File: src/pkg/port_output_disable_regs.svh
`ifndef PORT_OUTPUT_DISABLE_REGS_SVH
`define PORT_OUTPUT_DISABLE_REGS_SVH

// Register byte offsets
`define OFS_IN0_CTL      8'h00
`define OFS_IN4_CTL      8'h04
`define OFS_IN8_CTL      8'h08
`define OFS_IN10_CTL     8'h0C
`define OFS_IN11_CTL     8'h10
`define OFS_SW_HIZ       8'h14
`define OFS_CH0_HIZ_EN   8'h18
`define OFS_PAIR_HIZ_EN  8'h1C
`define OFS_STATUS       8'h20

// Input control/status fields
`define ICS_MODE_LSB     0
`define ICS_HIZ_EN       8
`define ICS_IRQ_EN       9
`define ICS_FLAG         12

// Software request fields
`define SW_CH34          0
`define SW_CH67          1
`define SW_CH0           2

// Pair enable and status fields
`define PAIR_IRQ_EN      8
`define STAT_OSC         8

// Reset values
`define RST_ZERO8        8'h00

// Counts and prescaler masks
`define N_IN             5
`define N_PIN            16
`define N_PAIR           6
`define LOW_SAMPLES      5'h10
`define DIV8_MASK        7'h07
`define DIV16_MASK       7'h0F
`define DIV128_MASK      7'h7F

`endif

File: src/pkg/port_output_disable_pkg.sv
`include "port_output_disable_regs.svh"

package port_output_disable_pkg;

	typedef enum logic [1:0] {
		DET_EDGE,
		DET_DIV8,
		DET_DIV16,
		DET_DIV128
	} det_mode_e;

	typedef struct packed {
		logic                         ack;
		logic [31:0]                  rdat;
		logic [`N_IN-1:0][1:0]        mode;
		logic [`N_IN-1:0]             hiz_en;
		logic [`N_IN-1:0]             irq_en;
		logic [`N_IN-1:0]             flag;
		logic [`N_IN-1:0]             prev;
		logic [`N_IN-1:0][4:0]        low_cnt;
		logic [2:0]                   sw;
		logic [3:0]                   ch0_en;
		logic [`N_PAIR-1:0]           pair_en;
		logic                         pair_irq_en;
		logic [`N_PAIR-1:0]           short_flag;
		logic                         osc_flag;
		logic [6:0]                   presc;
	} state_s;

endpackage

File: src/rtl/port_output_disable.sv
`timescale 1ns/1ps
// Overview of operation
// - Sixteen target pins: channel 0 all, 3 B/D, 4 all, 6 B/D, 7 all.
// - Five request inputs, each falling edge or 16 low samples at PCLK/8/16/128.
// - Enabled request detection drives all controlled target pins high impedance.
// - Both pins of a pair active together one cycle forces them high impedance.
// - Pairs watched: 3 B/D, 4 A/C, 4 B/D, 6 B/D, 7 A/C, 7 B/D.
// - Main oscillator stop report forces all controlled target pins high impedance.
// - Software request bits force their pin groups high impedance directly.
// - Interrupt requests come from input sampling and output comparison results.
// - Software register: channels 6/7 at b1, channel 0 at b2, channels 3/4.
// - Each channel 0 pin goes high impedance only when its own enable is set.
// - Input 10 has mode, enable and flag in one control/status register.
`include "port_output_disable_regs.svh"
module port_output_disable
	import port_output_disable_pkg::*;
#(
	parameter bit ACTIVE_LEVEL = 1'b1
) (
	input  wire logic              clk_i,
	input  wire logic              rst_i,
	input  wire logic              cyc_i,
	input  wire logic              stb_i,
	input  wire logic              we_i,
	input  wire logic [7:0]        adr_i,
	input  wire logic [3:0]        sel_i,
	input  wire logic [31:0]       dat_i,
	output logic      [31:0]       dat_o,
	output logic                   ack_o,
	input  wire logic              fault_req_in_0_i,
	input  wire logic              fault_req_in_4_i,
	input  wire logic              fault_req_in_8_i,
	input  wire logic              fault_req_in_10_i,
	input  wire logic              fault_req_in_11_i,
	input  wire logic              osc_stop_i,
	input  wire logic [`N_PIN-1:0] pin_level_i,
	output logic      [`N_PIN-1:0] pin_hiz_o,
	output logic                   input_irq_o,
	output logic                   short_irq_o
);

	// Pin order: ch0 a,b,c,d; ch3 b,d; ch4 a,b,c,d; ch6 b,d; ch7 a,b,c,d
	localparam int PAIR_P [`N_PAIR] = '{4, 6, 7, 10, 12, 13};
	localparam int PAIR_N [`N_PAIR] = '{5, 8, 9, 11, 14, 15};

	state_s r_r;
	state_s r_nxt;

	logic [`N_IN-1:0]   req_in;
	logic [`N_IN-1:0]   det;
	logic [`N_IN-1:0]   tick;
	logic [`N_PAIR-1:0] short_now;
	logic               access;
	logic               wr_lo;
	logic               wr_hi;
	logic               global_hiz;
	logic               grp0;
	logic               grp34;
	logic               grp67;

	assign req_in = {fault_req_in_11_i, fault_req_in_10_i, fault_req_in_8_i,
		fault_req_in_4_i, fault_req_in_0_i};

	// Shared prescaler keeps all sampling inputs phase aligned
	genvar gi;
	generate
		for (gi = 0; gi < `N_IN; gi++) begin : g_in
			always_comb begin
				unique case (det_mode_e'(r_r.mode[gi]))
					DET_EDGE:   tick[gi] = 1'b1;
					DET_DIV8:   tick[gi] = (r_r.presc & `DIV8_MASK) == `DIV8_MASK;
					DET_DIV16:  tick[gi] = (r_r.presc & `DIV16_MASK) == `DIV16_MASK;
					DET_DIV128: tick[gi] = r_r.presc == `DIV128_MASK;
				endcase
				if (det_mode_e'(r_r.mode[gi]) == DET_EDGE) begin
					det[gi] = r_r.prev[gi] & ~req_in[gi];
				end else begin
					det[gi] = tick[gi] & ~req_in[gi] && r_r.low_cnt[gi] == `LOW_SAMPLES - 5'h01;
				end
			end
		end
		for (gi = 0; gi < `N_PAIR; gi++) begin : g_pair
			assign short_now[gi] = r_r.pair_en[gi] && pin_level_i[PAIR_P[gi]] == ACTIVE_LEVEL
				&& pin_level_i[PAIR_N[gi]] == ACTIVE_LEVEL;
		end
	endgenerate

	// Write lands at the edge where the master sees ack
	assign access = cyc_i & stb_i;
	assign wr_lo  = access & we_i & r_r.ack & sel_i[0];
	assign wr_hi  = access & we_i & r_r.ack & sel_i[1];

	function automatic logic [31:0] read_word(input state_s s, input logic [7:0] a);
		logic [31:0] w;
		w = 32'h0000_0000;
		unique case (a)
			`OFS_IN0_CTL, `OFS_IN4_CTL, `OFS_IN8_CTL, `OFS_IN10_CTL, `OFS_IN11_CTL: begin
				w[`ICS_MODE_LSB +: 2] = s.mode[a[4:2]];
				w[`ICS_HIZ_EN]        = s.hiz_en[a[4:2]];
				w[`ICS_IRQ_EN]        = s.irq_en[a[4:2]];
				w[`ICS_FLAG]          = s.flag[a[4:2]];
			end
			`OFS_SW_HIZ:      w[2:0] = s.sw;
			`OFS_CH0_HIZ_EN:  w[3:0] = s.ch0_en;
			`OFS_PAIR_HIZ_EN: begin
				w[`N_PAIR-1:0]  = s.pair_en;
				w[`PAIR_IRQ_EN] = s.pair_irq_en;
			end
			`OFS_STATUS: begin
				w[`N_PAIR-1:0] = s.short_flag;
				w[`STAT_OSC]   = s.osc_flag;
			end
			default: w = 32'h0000_0000;
		endcase
		return w;
	endfunction

	always_comb begin
		int idx;
		idx = 0;
		r_nxt = r_r;
		r_nxt.presc = r_r.presc + 7'h01;
		r_nxt.prev  = req_in;
		// Bus handshake: one-cycle ack, dropped after
		r_nxt.ack  = access & ~r_r.ack;
		r_nxt.rdat = (access & ~r_r.ack) ? read_word(r_r, adr_i) : r_r.rdat;
		for (int i = 0; i < `N_IN; i++) begin
			if (tick[i] && det_mode_e'(r_r.mode[i]) != DET_EDGE) begin
				if (!req_in[i] && r_r.low_cnt[i] != `LOW_SAMPLES) begin
					r_nxt.low_cnt[i] = r_r.low_cnt[i] + 5'h01;
				end else if (req_in[i]) begin
					r_nxt.low_cnt[i] = 5'h00;
				end
			end
		end
		// Software side first so hardware sets below win
		if (wr_lo) begin
			unique case (adr_i)
				`OFS_IN0_CTL, `OFS_IN4_CTL, `OFS_IN8_CTL, `OFS_IN10_CTL, `OFS_IN11_CTL: begin
					idx = int'(adr_i[4:2]);
					r_nxt.mode[idx] = dat_i[`ICS_MODE_LSB +: 2];
					r_nxt.low_cnt[idx] = 5'h00;
				end
				`OFS_SW_HIZ:      r_nxt.sw = dat_i[2:0];
				`OFS_CH0_HIZ_EN:  r_nxt.ch0_en = dat_i[3:0];
				`OFS_PAIR_HIZ_EN: r_nxt.pair_en = dat_i[`N_PAIR-1:0];
				`OFS_STATUS:      r_nxt.short_flag = r_r.short_flag & ~dat_i[`N_PAIR-1:0];
				default:          r_nxt.sw = r_r.sw;
			endcase
		end
		if (wr_hi) begin
			unique case (adr_i)
				`OFS_IN0_CTL, `OFS_IN4_CTL, `OFS_IN8_CTL, `OFS_IN10_CTL, `OFS_IN11_CTL: begin
					idx = int'(adr_i[4:2]);
					r_nxt.hiz_en[idx] = dat_i[`ICS_HIZ_EN];
					r_nxt.irq_en[idx] = dat_i[`ICS_IRQ_EN];
					if (dat_i[`ICS_FLAG]) begin
						r_nxt.flag[idx] = 1'b0;
					end
				end
				`OFS_PAIR_HIZ_EN: r_nxt.pair_irq_en = dat_i[`PAIR_IRQ_EN];
				`OFS_STATUS: begin
					if (dat_i[`STAT_OSC]) begin
						r_nxt.osc_flag = 1'b0;
					end
				end
				default: r_nxt.sw = r_nxt.sw;
			endcase
		end
		// Hardware sets win over a same-cycle clear
		r_nxt.flag       = r_nxt.flag | det;
		r_nxt.short_flag = r_nxt.short_flag | short_now;
		r_nxt.osc_flag   = r_nxt.osc_flag | osc_stop_i;
	end

	always_ff @(posedge clk_i) begin
		if (rst_i) begin
			r_r <= '0;
			r_r.prev <= '1;
		end else begin
			r_r <= r_nxt;
		end
	end

	// Flags hold the pins released until cleared
	assign global_hiz = |(r_r.flag & r_r.hiz_en) | r_r.osc_flag;
	assign grp0  = global_hiz | r_r.sw[`SW_CH0];
	assign grp34 = global_hiz | r_r.sw[`SW_CH34];
	assign grp67 = global_hiz | r_r.sw[`SW_CH67];

	always_comb begin
		pin_hiz_o = '0;
		pin_hiz_o[3:0] = {4{grp0}} & r_r.ch0_en;
		pin_hiz_o[9:4] = {6{grp34}};
		pin_hiz_o[15:10] = {6{grp67}};
		for (int p = 0; p < `N_PAIR; p++) begin
			if (r_r.short_flag[p]) begin
				pin_hiz_o[PAIR_P[p]] = 1'b1;
				pin_hiz_o[PAIR_N[p]] = 1'b1;
			end
		end
	end

	assign input_irq_o = |(r_r.flag & r_r.irq_en);
	assign short_irq_o = r_r.pair_irq_en & |r_r.short_flag;
	assign ack_o       = r_r.ack;
	assign dat_o       = r_r.rdat;

endmodule // port_output_disable

File: config.mk
export PLATFORM = sky130hd
export DESIGN_NAME = port_output_disable
export DESIGN_NICKNAME = d
export VERILOG_FILES = /design/src/pkg/port_output_disable_pkg.sv /design/src/rtl/port_output_disable.sv
export VERILOG_INCLUDE_DIRS = /design/src /design/src/pkg
export SDC_FILE = /design/constraint.sdc
export NUM_CORES = 1
export LEC_CHECK = 0
export BUFFER_PORTS_ARGS = -buffer_cell sky130_fd_sc_hd__buf_2
export CORE_UTILIZATION = 59
export DETAILED_ROUTE_END_ITERATION = 8
export PLACE_DENSITY = 0.92
export SLEW_MARGIN = 20
export SYNTH_ARGS = -nofsm -noshare
export SYNTH_HDL_FRONTEND = slang
export SYNTH_SLANG_ARGS = --single-unit
File: constraint.sdc
create_clock -name clk_i -period 5.8 [get_ports clk_i]
set_input_delay 0.87 -clock clk_i [delete_from_list [all_inputs] [get_ports clk_i]]
set_output_delay 0.87 -clock clk_i [all_outputs]
set_load 0.01 [all_outputs]
==> impl_metrics.yaml, run 1 <==
status:
  run_status: "finished clean"
power_and_ir_drop:
  power.share.combinational_pct: 9.2
  power.net_switching_uw: 307
  share_seq_of_total_power_pct: 52.8
  static-leakage-power_uw: 0.00227
  clkPwrFrac_pct: 38.0
  power_density_nw_per_um2: 212
  power.share.switching_pct: 24.7
  vdd_drop_max_mv: 0.236
  cellInternalPower_uw: 936
layout:
  finish.net_count: 807
  area.sequential_sq_um: 1860
  multi_input_gate_area_in_the_final_layout_sq_um: 3150
  area.growth.synth_to_final_pct: 6.37
  fillerInstances: 730
  layout-drive-gt1-share_pct: 13.4
  final_core_util_pct: 66.1
  insertedDiodeCount: 0
  final_cells: 831
worst_setup_path:
  worst_ep_required_time_ns: 4.93
  worst-r2r-cell-count: 6
  critical_path_maximum_fanout: 7
  cpLargestDelayFamily: "simple AND/OR/NAND/NOR gates"
  start_kind: "flop"
  worst_setup_path_end_kind: "primary output"
  crit_slowest_cell: "sky130_fd_sc_hd__dfxtp_1"
  timing.critical_path.from: "r_r[59]$_SDFF_PP0_"
  crit_type: "reg -> out"
  cp_slowest_stage_delay_ns: 0.40
  cp.arrival_ns: 1.86
  path_depth: 5
  count_of_buffer_and_inverter_cells_on_the_critical_path: 1
  crit_path_cell_trace: "a22oi_1, nand3_1, or2_2, and2_1, buf_2"
  r2r_start: "r_r[0]$_SDFF_PP0_"
  rrSetupSlack_ns: 3.42
  worst_r2r_endpoint: "r_r[45]$_SDFF_PP0_"
global_route:
  grt_max_degree: 76
  antenna_violations_before_repair: 0
  grt.total_usage_pct: 31.0
  first_global_vias: 5096
  wire_length_of_the_first_global_routing_pass_microns: 24400
  grt_overflow: 0
sta:
  rsz_0062_raised_after_global_routing: "no"
  timing_hold_violations_final: 0
  max_slew_margin_pct: 39.4
  maxClockFrequency_mhz: 366
  finalCritPeriodShare_pct: 47.1
  timing_max_transition_violations_final: 0
  timing.clock.skew_ns: 0.00761
  tightest_slew_ns: 0.897
  report.final.setup_viol: 0
  clock_period_minus_worst_slack_ns: 2.73
  setup_tns_ns: 0
yosys:
  synth_area_leaders: "sky130_fd_sc_hd__dfxtp_1 34%, sky130_fd_sc_hd__nand3_1 6.0%, sky130_fd_sc_hd__a21oi_1 5.2%, sky130_fd_sc_hd__buf_4 5.2%, sky130_fd_sc_hd__o21ai_0 5.1%"
  netlist.top_cell.by_area: "sky130_fd_sc_hd__dfxtp_1"
  cell_area_synth_sq_um: 5520
  ys_seq_area_share_pct: 33.7
  postSynth.topFlopCell: "sky130_fd_sc_hd__dfxtp_1"
  post_synth_num_cell_types: 64
  synth_area_per_cell_sq_um: 7.98
  syn-instance-count: 692
  ys_warn_count: 0
  postSynth.asyncResetShare_pct: 0
  yosysTopAreaCellShare_pct: 33.7
  synth-seq-cells: 93
  synth_enable_flop_cells: 0
cts:
  ctsHoldBuffers: 0
  longest_clk_path_bufs: 2
  cts_buffers: 9
  cts_htree_levels: 3
  post_cts_resized: 0
  cts_root_buffer: "sky130_fd_sc_hd__clkbuf_8"
  tritoncts: "built"
  clkSlewWorstSetupHoldPaths_ns: 0.08
  clk_latency_ns: 0.36
  cts_setup_buffers: 0
  clock-sinks: 93
placement:
  placed_cells_incl_taps: 816
  io_buffers: 69
  dpl.hpwl_microns: 10500
  globalplace.congestion: 0.913
floorplanning:
  die_w_microns: 98.7
  chipHeight_microns: 98.7
  die_area_sq_um: 9750
  pin_count: 122
  row_count: 34
  initial_core_util_pct: 62.1
  core-area_sq_um: 8890
routing:
  drt-vias-per-instance: 6.57
  wire_per_inst_microns: 17.6
  drt-total-wl_microns: 14700
  drt_drc_violations_left: 0
  postRouteAntennaNets: 0
  drt_first_pass_iters: 5
  routed-via-count: 5456
  dr.first_iter.drc_count: 531
min_path:
  min_to: "r_r[0]$_SDFF_PP0_"
  holdCritStartpoint: "r_r[0]$_SDFF_PP0_"
  whs_path_depth: 1
  hold_class: "reg -> reg"
job:
  drv_cap: 0
routing by layer:
layer	global-route usage (%)	part of all wire, %	vias to the layer above	wire length (microns)
met5	0	0	-	0
met4	13.0	2.4	0	353
met3	8.09	10	46	1520
met2	50.8	47	337	6950
met1	38.6	40	2553	5840
li1	-	-	2520	-
placed cells by master, fill, tap and decap left out, types with 5 or more instances in the layout:
cell                       instances
sky130_fd_sc_hd__dfxtp_1          93
sky130_fd_sc_hd__a21boi_0          6
sky130_fd_sc_hd__o21ai_0          56
sky130_fd_sc_hd__a31oi_1          10
sky130_fd_sc_hd__or3_1             7
sky130_fd_sc_hd__nor3_1           10
sky130_fd_sc_hd__buf_2            69
sky130_fd_sc_hd__a22oi_1           7
sky130_fd_sc_hd__nand3b_1         14
sky130_fd_sc_hd__mux2i_1          21
sky130_fd_sc_hd__a21oi_1          57
sky130_fd_sc_hd__ha_1             17
sky130_fd_sc_hd__nor3b_1           8
sky130_fd_sc_hd__and2_1            5
sky130_fd_sc_hd__nand2b_1          7
sky130_fd_sc_hd__inv_1            41
sky130_fd_sc_hd__nand4_1          12
sky130_fd_sc_hd__a211oi_1          8
sky130_fd_sc_hd__clkbuf_8         10
sky130_fd_sc_hd__nor2_1           42
sky130_fd_sc_hd__and3_1           13
sky130_fd_sc_hd__or2_2             6
sky130_fd_sc_hd__a311o_1           5
sky130_fd_sc_hd__nor2b_1           7
sky130_fd_sc_hd__conb_1           23
sky130_fd_sc_hd__o211ai_1          7
sky130_fd_sc_hd__and4_1            6
sky130_fd_sc_hd__nand3_1          66
sky130_fd_sc_hd__nand2_1          18
area by class of cell:
class	instances	area share, %
multi-input combinational	503	53.6
clock buffer	11	2.41
clock inverter	4	1.24
tap	108	2.30
sequential	93	31.7
inverter	41	2.62
timing repair buffer	71	6.14
how the worst max path moves through the flow:
stage / slack (ns) / to
4_1_cts: 3.11 / pin_hiz_o[3]
5_1_grt: 2.99 / pin_hiz_o[0]
2_1_floorplan: 3.39 / r_r[79]$_SDFFE_PP0P_
3_5_place_dp: 3.01 / r_r[61]$_SDFF_PP0_
6_report: 3.07 / pin_hiz_o[0]
3_3_place_gp: 3.06 / r_r[61]$_SDFF_PP0_
power by group through the flow:
stage / Sequential (uW) / Clock, uW / Combinational, uW
after global placement: 670 / 0 / 107
after CTS: 655 / 478 / 111
after detailed placement: 671 / 0 / 110
after global routing: 657 / 503 / 124
final: 656 / 473 / 114
after floorplan: 667 / 0 / 87.4
state kept, by name, summed over array words and instances (netlist names):
register  cells
ack_o         1
dat_o         9
r_r          83
synthesized netlist by cell type (all sizes together), types with 4 or more instances:
master,number
and2,6
a31oi,10
nand3,66
or3,7
a21boi,6
a21oi,57
a32oi,4
or2,6
nor2,42
buf,46
a311o,5
ha,17
mux2i,21
nand3b,14
o31ai,4
nor4b,4
nand4,12
clkbuf,31
nor3b,8
nand2b,8
inv,41
nor2b,7
o21ai,58
and3,13
and4,6
o211ai,7
nand2,18
nor3,10
or4,6
a22oi,7
nor4bb,4
dfxtp,93
a211oi,9
metrics by stage:
step | cell area, sq um | hold slack, ns | power, uW | setup WS (ns)
after floorplan | 5600 | 0.413 | 754 | 3.39
after global placement | 5660 | 0.423 | 777 | 3.06
after detailed placement | 5660 | 0.440 | 781 | 3.01
after CTS | 5870 | 0.453 | 1240 | 3.11
after global routing | 5870 | 0.472 | 1280 | 2.99
final | 5870 | 0.447 | 1240 | 3.07
cell families (layout without fill, tap and decap cells):
family | after synthesis | count (layout) | synth area share, %
compound gates | 193 | 193 | 21.6
xor+xnor | 4 | 4 | 0.635
fa+ha+maj | 17 | 17 | 3.85
buf+inv | 118 | 127 | 10.9
flops | 93 | 93 | 33.7
mux | 21 | 21 | 3.81
other cells | 1 | 23 | 0.0679
simple gates | 245 | 245 | 25.4
Note: power is estimated with default switching activity, not from simulation.
==> run 2: changes to the inputs <==
- CORE_UTILIZATION: 59 -> 50
- PLACE_DENSITY: 0.92 -> 0.83
- clock period: 5.8 -> 2.4 ns (I/O delays scaled with it)
==> run 2 against run 1 <==
Effect of this change:
- design area up 1.9%
- global-route usage down 4.9 points
- sequential power rose by 140%
- critical endpoint is now pin_hiz_o[3]
- largest cell class unchanged
- largest power group unchanged
==> impl_metrics.yaml, run 2 (same netlist as run 1, synthesis figures left out) <==
status:
  run_status: "finished clean"
sta:
  finalCritPeriodShare_pct: 92.8
  timing.clock.skew_ns: 0.0132
  timing_max_transition_violations_final: 0
  rsz_0062_raised_after_global_routing: "no"
  clock_period_minus_worst_slack_ns: 2.23
  max_slew_margin_pct: 39.2
  maxClockFrequency_mhz: 449
  timing_hold_violations_final: 0
  setup_tns_ns: 0
  report.final.setup_viol: 0
  tightest_slew_ns: 0.899
  hold_ws_ns: 0.215
floorplanning:
  row_count: 38
  core-area_sq_um: 10800
  pin_count: 122
  chipHeight_microns: 107
  die_area_sq_um: 11500
  initial_core_util_pct: 51.2
  die_w_microns: 107
global_route:
  grt.total_usage_pct: 26.1
  first_global_vias: 5030
  antenna_violations_before_repair: 0
  wire_length_of_the_first_global_routing_pass_microns: 23700
  grt_max_degree: 41
  grt_overflow: 0
layout:
  finish.net_count: 819
  final_cells: 876
  area.growth.synth_to_final_pct: 8.41
  insertedDiodeCount: 0
  largest_register_ffs: 83
  most-common-layout-cells: "93 x sky130_fd_sc_hd__dfxtp_1, 69 x sky130_fd_sc_hd__buf_2, 66 x sky130_fd_sc_hd__nand3_1"
  most_common_cell_after_layout_fill_and_taps_aside: "sky130_fd_sc_hd__dfxtp_1"
  layout-drive-gt1-share_pct: 15.1
  largest_register_by_flop_count: "r_r"
cts:
  post_cts_resized: 0
  clk_latency_ns: 0.38
  clock-sinks: 93
  cts_htree_levels: 3
  cts_buffers: 9
  cts_setup_buffers: 0
  cts_root_buffer: "sky130_fd_sc_hd__clkbuf_8"
  longest_clk_path_bufs: 2
  ctsHoldBuffers: 0
  clkSlewWorstSetupHoldPaths_ns: 0.10
  tritoncts: "built"
routing:
  drt_drc_violations_left: 0
  dr.first_iter.drc_count: 549
  routed-via-count: 5362
  drt-total-wl_microns: 14400
  postRouteAntennaNets: 0
  wire_per_inst_microns: 16.5
  drt_first_pass_iters: 6
  drt-vias-per-instance: 6.12
worst_setup_path:
  worst_setup_path_end_kind: "primary output"
  cp_slowest_stage_delay_ns: 0.37
  crit_type: "reg -> out"
  count_of_buffer_and_inverter_cells_on_the_critical_path: 1
  start_kind: "flop"
  cpLargestDelayFamily: "simple AND/OR/NAND/NOR gates"
  worst_ep_required_time_ns: 2.04
  critical_path_maximum_fanout: 7
  crit_path_cell_trace: "a22oi_1, nand3_1, or2_2, and2_1, buf_2"
  crit_slowest_cell: "sky130_fd_sc_hd__or2_2"
  cp.arrival_ns: 1.87
power_and_ir_drop:
  cellInternalPower_uw: 2150
  power_density_nw_per_um2: 486
  share_seq_of_total_power_pct: 54.5
  clkPwrFrac_pct: 35.8
  power.net_switching_uw: 761
  power.share.combinational_pct: 9.7
  power.share.switching_pct: 26.1
  static-leakage-power_uw: 0.00233
  vdd_drop_max_mv: 0.244
job:
  drv_cap: 0
placement:
  dpl.hpwl_microns: 10600
  globalplace.congestion: 0.926
  io_buffers: 69
  placed_cells_incl_taps: 860
min_path:
  hold_class: "in -> reg"
-- run 2: changes by cell type in the layout (fill, tap and decap cells not counted), sizes merged --
cell    change
clkinv      +1
buf        +12
bufinv      -2
clkbuf      +2
-- run 2: layout make-up --
type | instances | area (sq um)
Multi-Input combinational cell | 503 | 3150
Fill cell | 952 | 4810
Clock buffer | 13 | 179
Sequential cell | 93 | 1860
Clock inverter | 3 | 17.5
Tap cell | 140 | 175
Timing Repair Buffer | 83 | 450
Inverter | 41 | 154
-- run 2: metrics by stage --
step	power (uW)	util, %	cell area, sq um	worst slack (ns)
floorplan	1820	-	5600	0.328
global placement	1890	53.6	5790	0.248
detailed placement	1900	53.6	5790	0.244
CTS	2920	55.5	5990	0.174
global route	3020	55.5	5990	0.0881
finish	2910	55.5	5990	0.173
-- run 2: final timing paths --
check,slack (ns),startpoint,cells after the start,to
max reg2reg,0.34,r_r[0]$_SDFF_PP0_,6,r_r[46]$_SDFF_PP0_
min,0.22,osc_stop_i,3,r_r[7]$_SDFF_PP0_
min reg2reg,0.45,r_r[0]$_SDFF_PP0_,1,r_r[0]$_SDFF_PP0_
max,0.17,r_r[59]$_SDFF_PP0_,5,pin_hiz_o[3]
-- run 2: tightest hold or removal path: cells and delay by family --
| kind | cells | cell delay [ns] |
|---|---|---|
| buffers and inverters | 2 | 0.13 |
| AO/OA/AOI/OAI | 1 | 0.05 |
-- run 2: power groups by stage --
stage	registers, uW	logic [uW]	clock network, uW
after floorplan	1610	211	0
after global placement	1620	269	0
after detailed placement	1620	277	0
after CTS	1580	277	1060
after global routing	1590	309	1120
final	1580	283	1040
-- run 2: routing by layer --
metal / vias up / track usage (%) / share of wire, %
li1: 2543 / - / -
met1: 2525 / 32.5 / 42
met2: 248 / 42.6 / 47
met3: 46 / 5.47 / 7.9
met4: 0 / 12.9 / 3.1
met5: - / 0 / 0
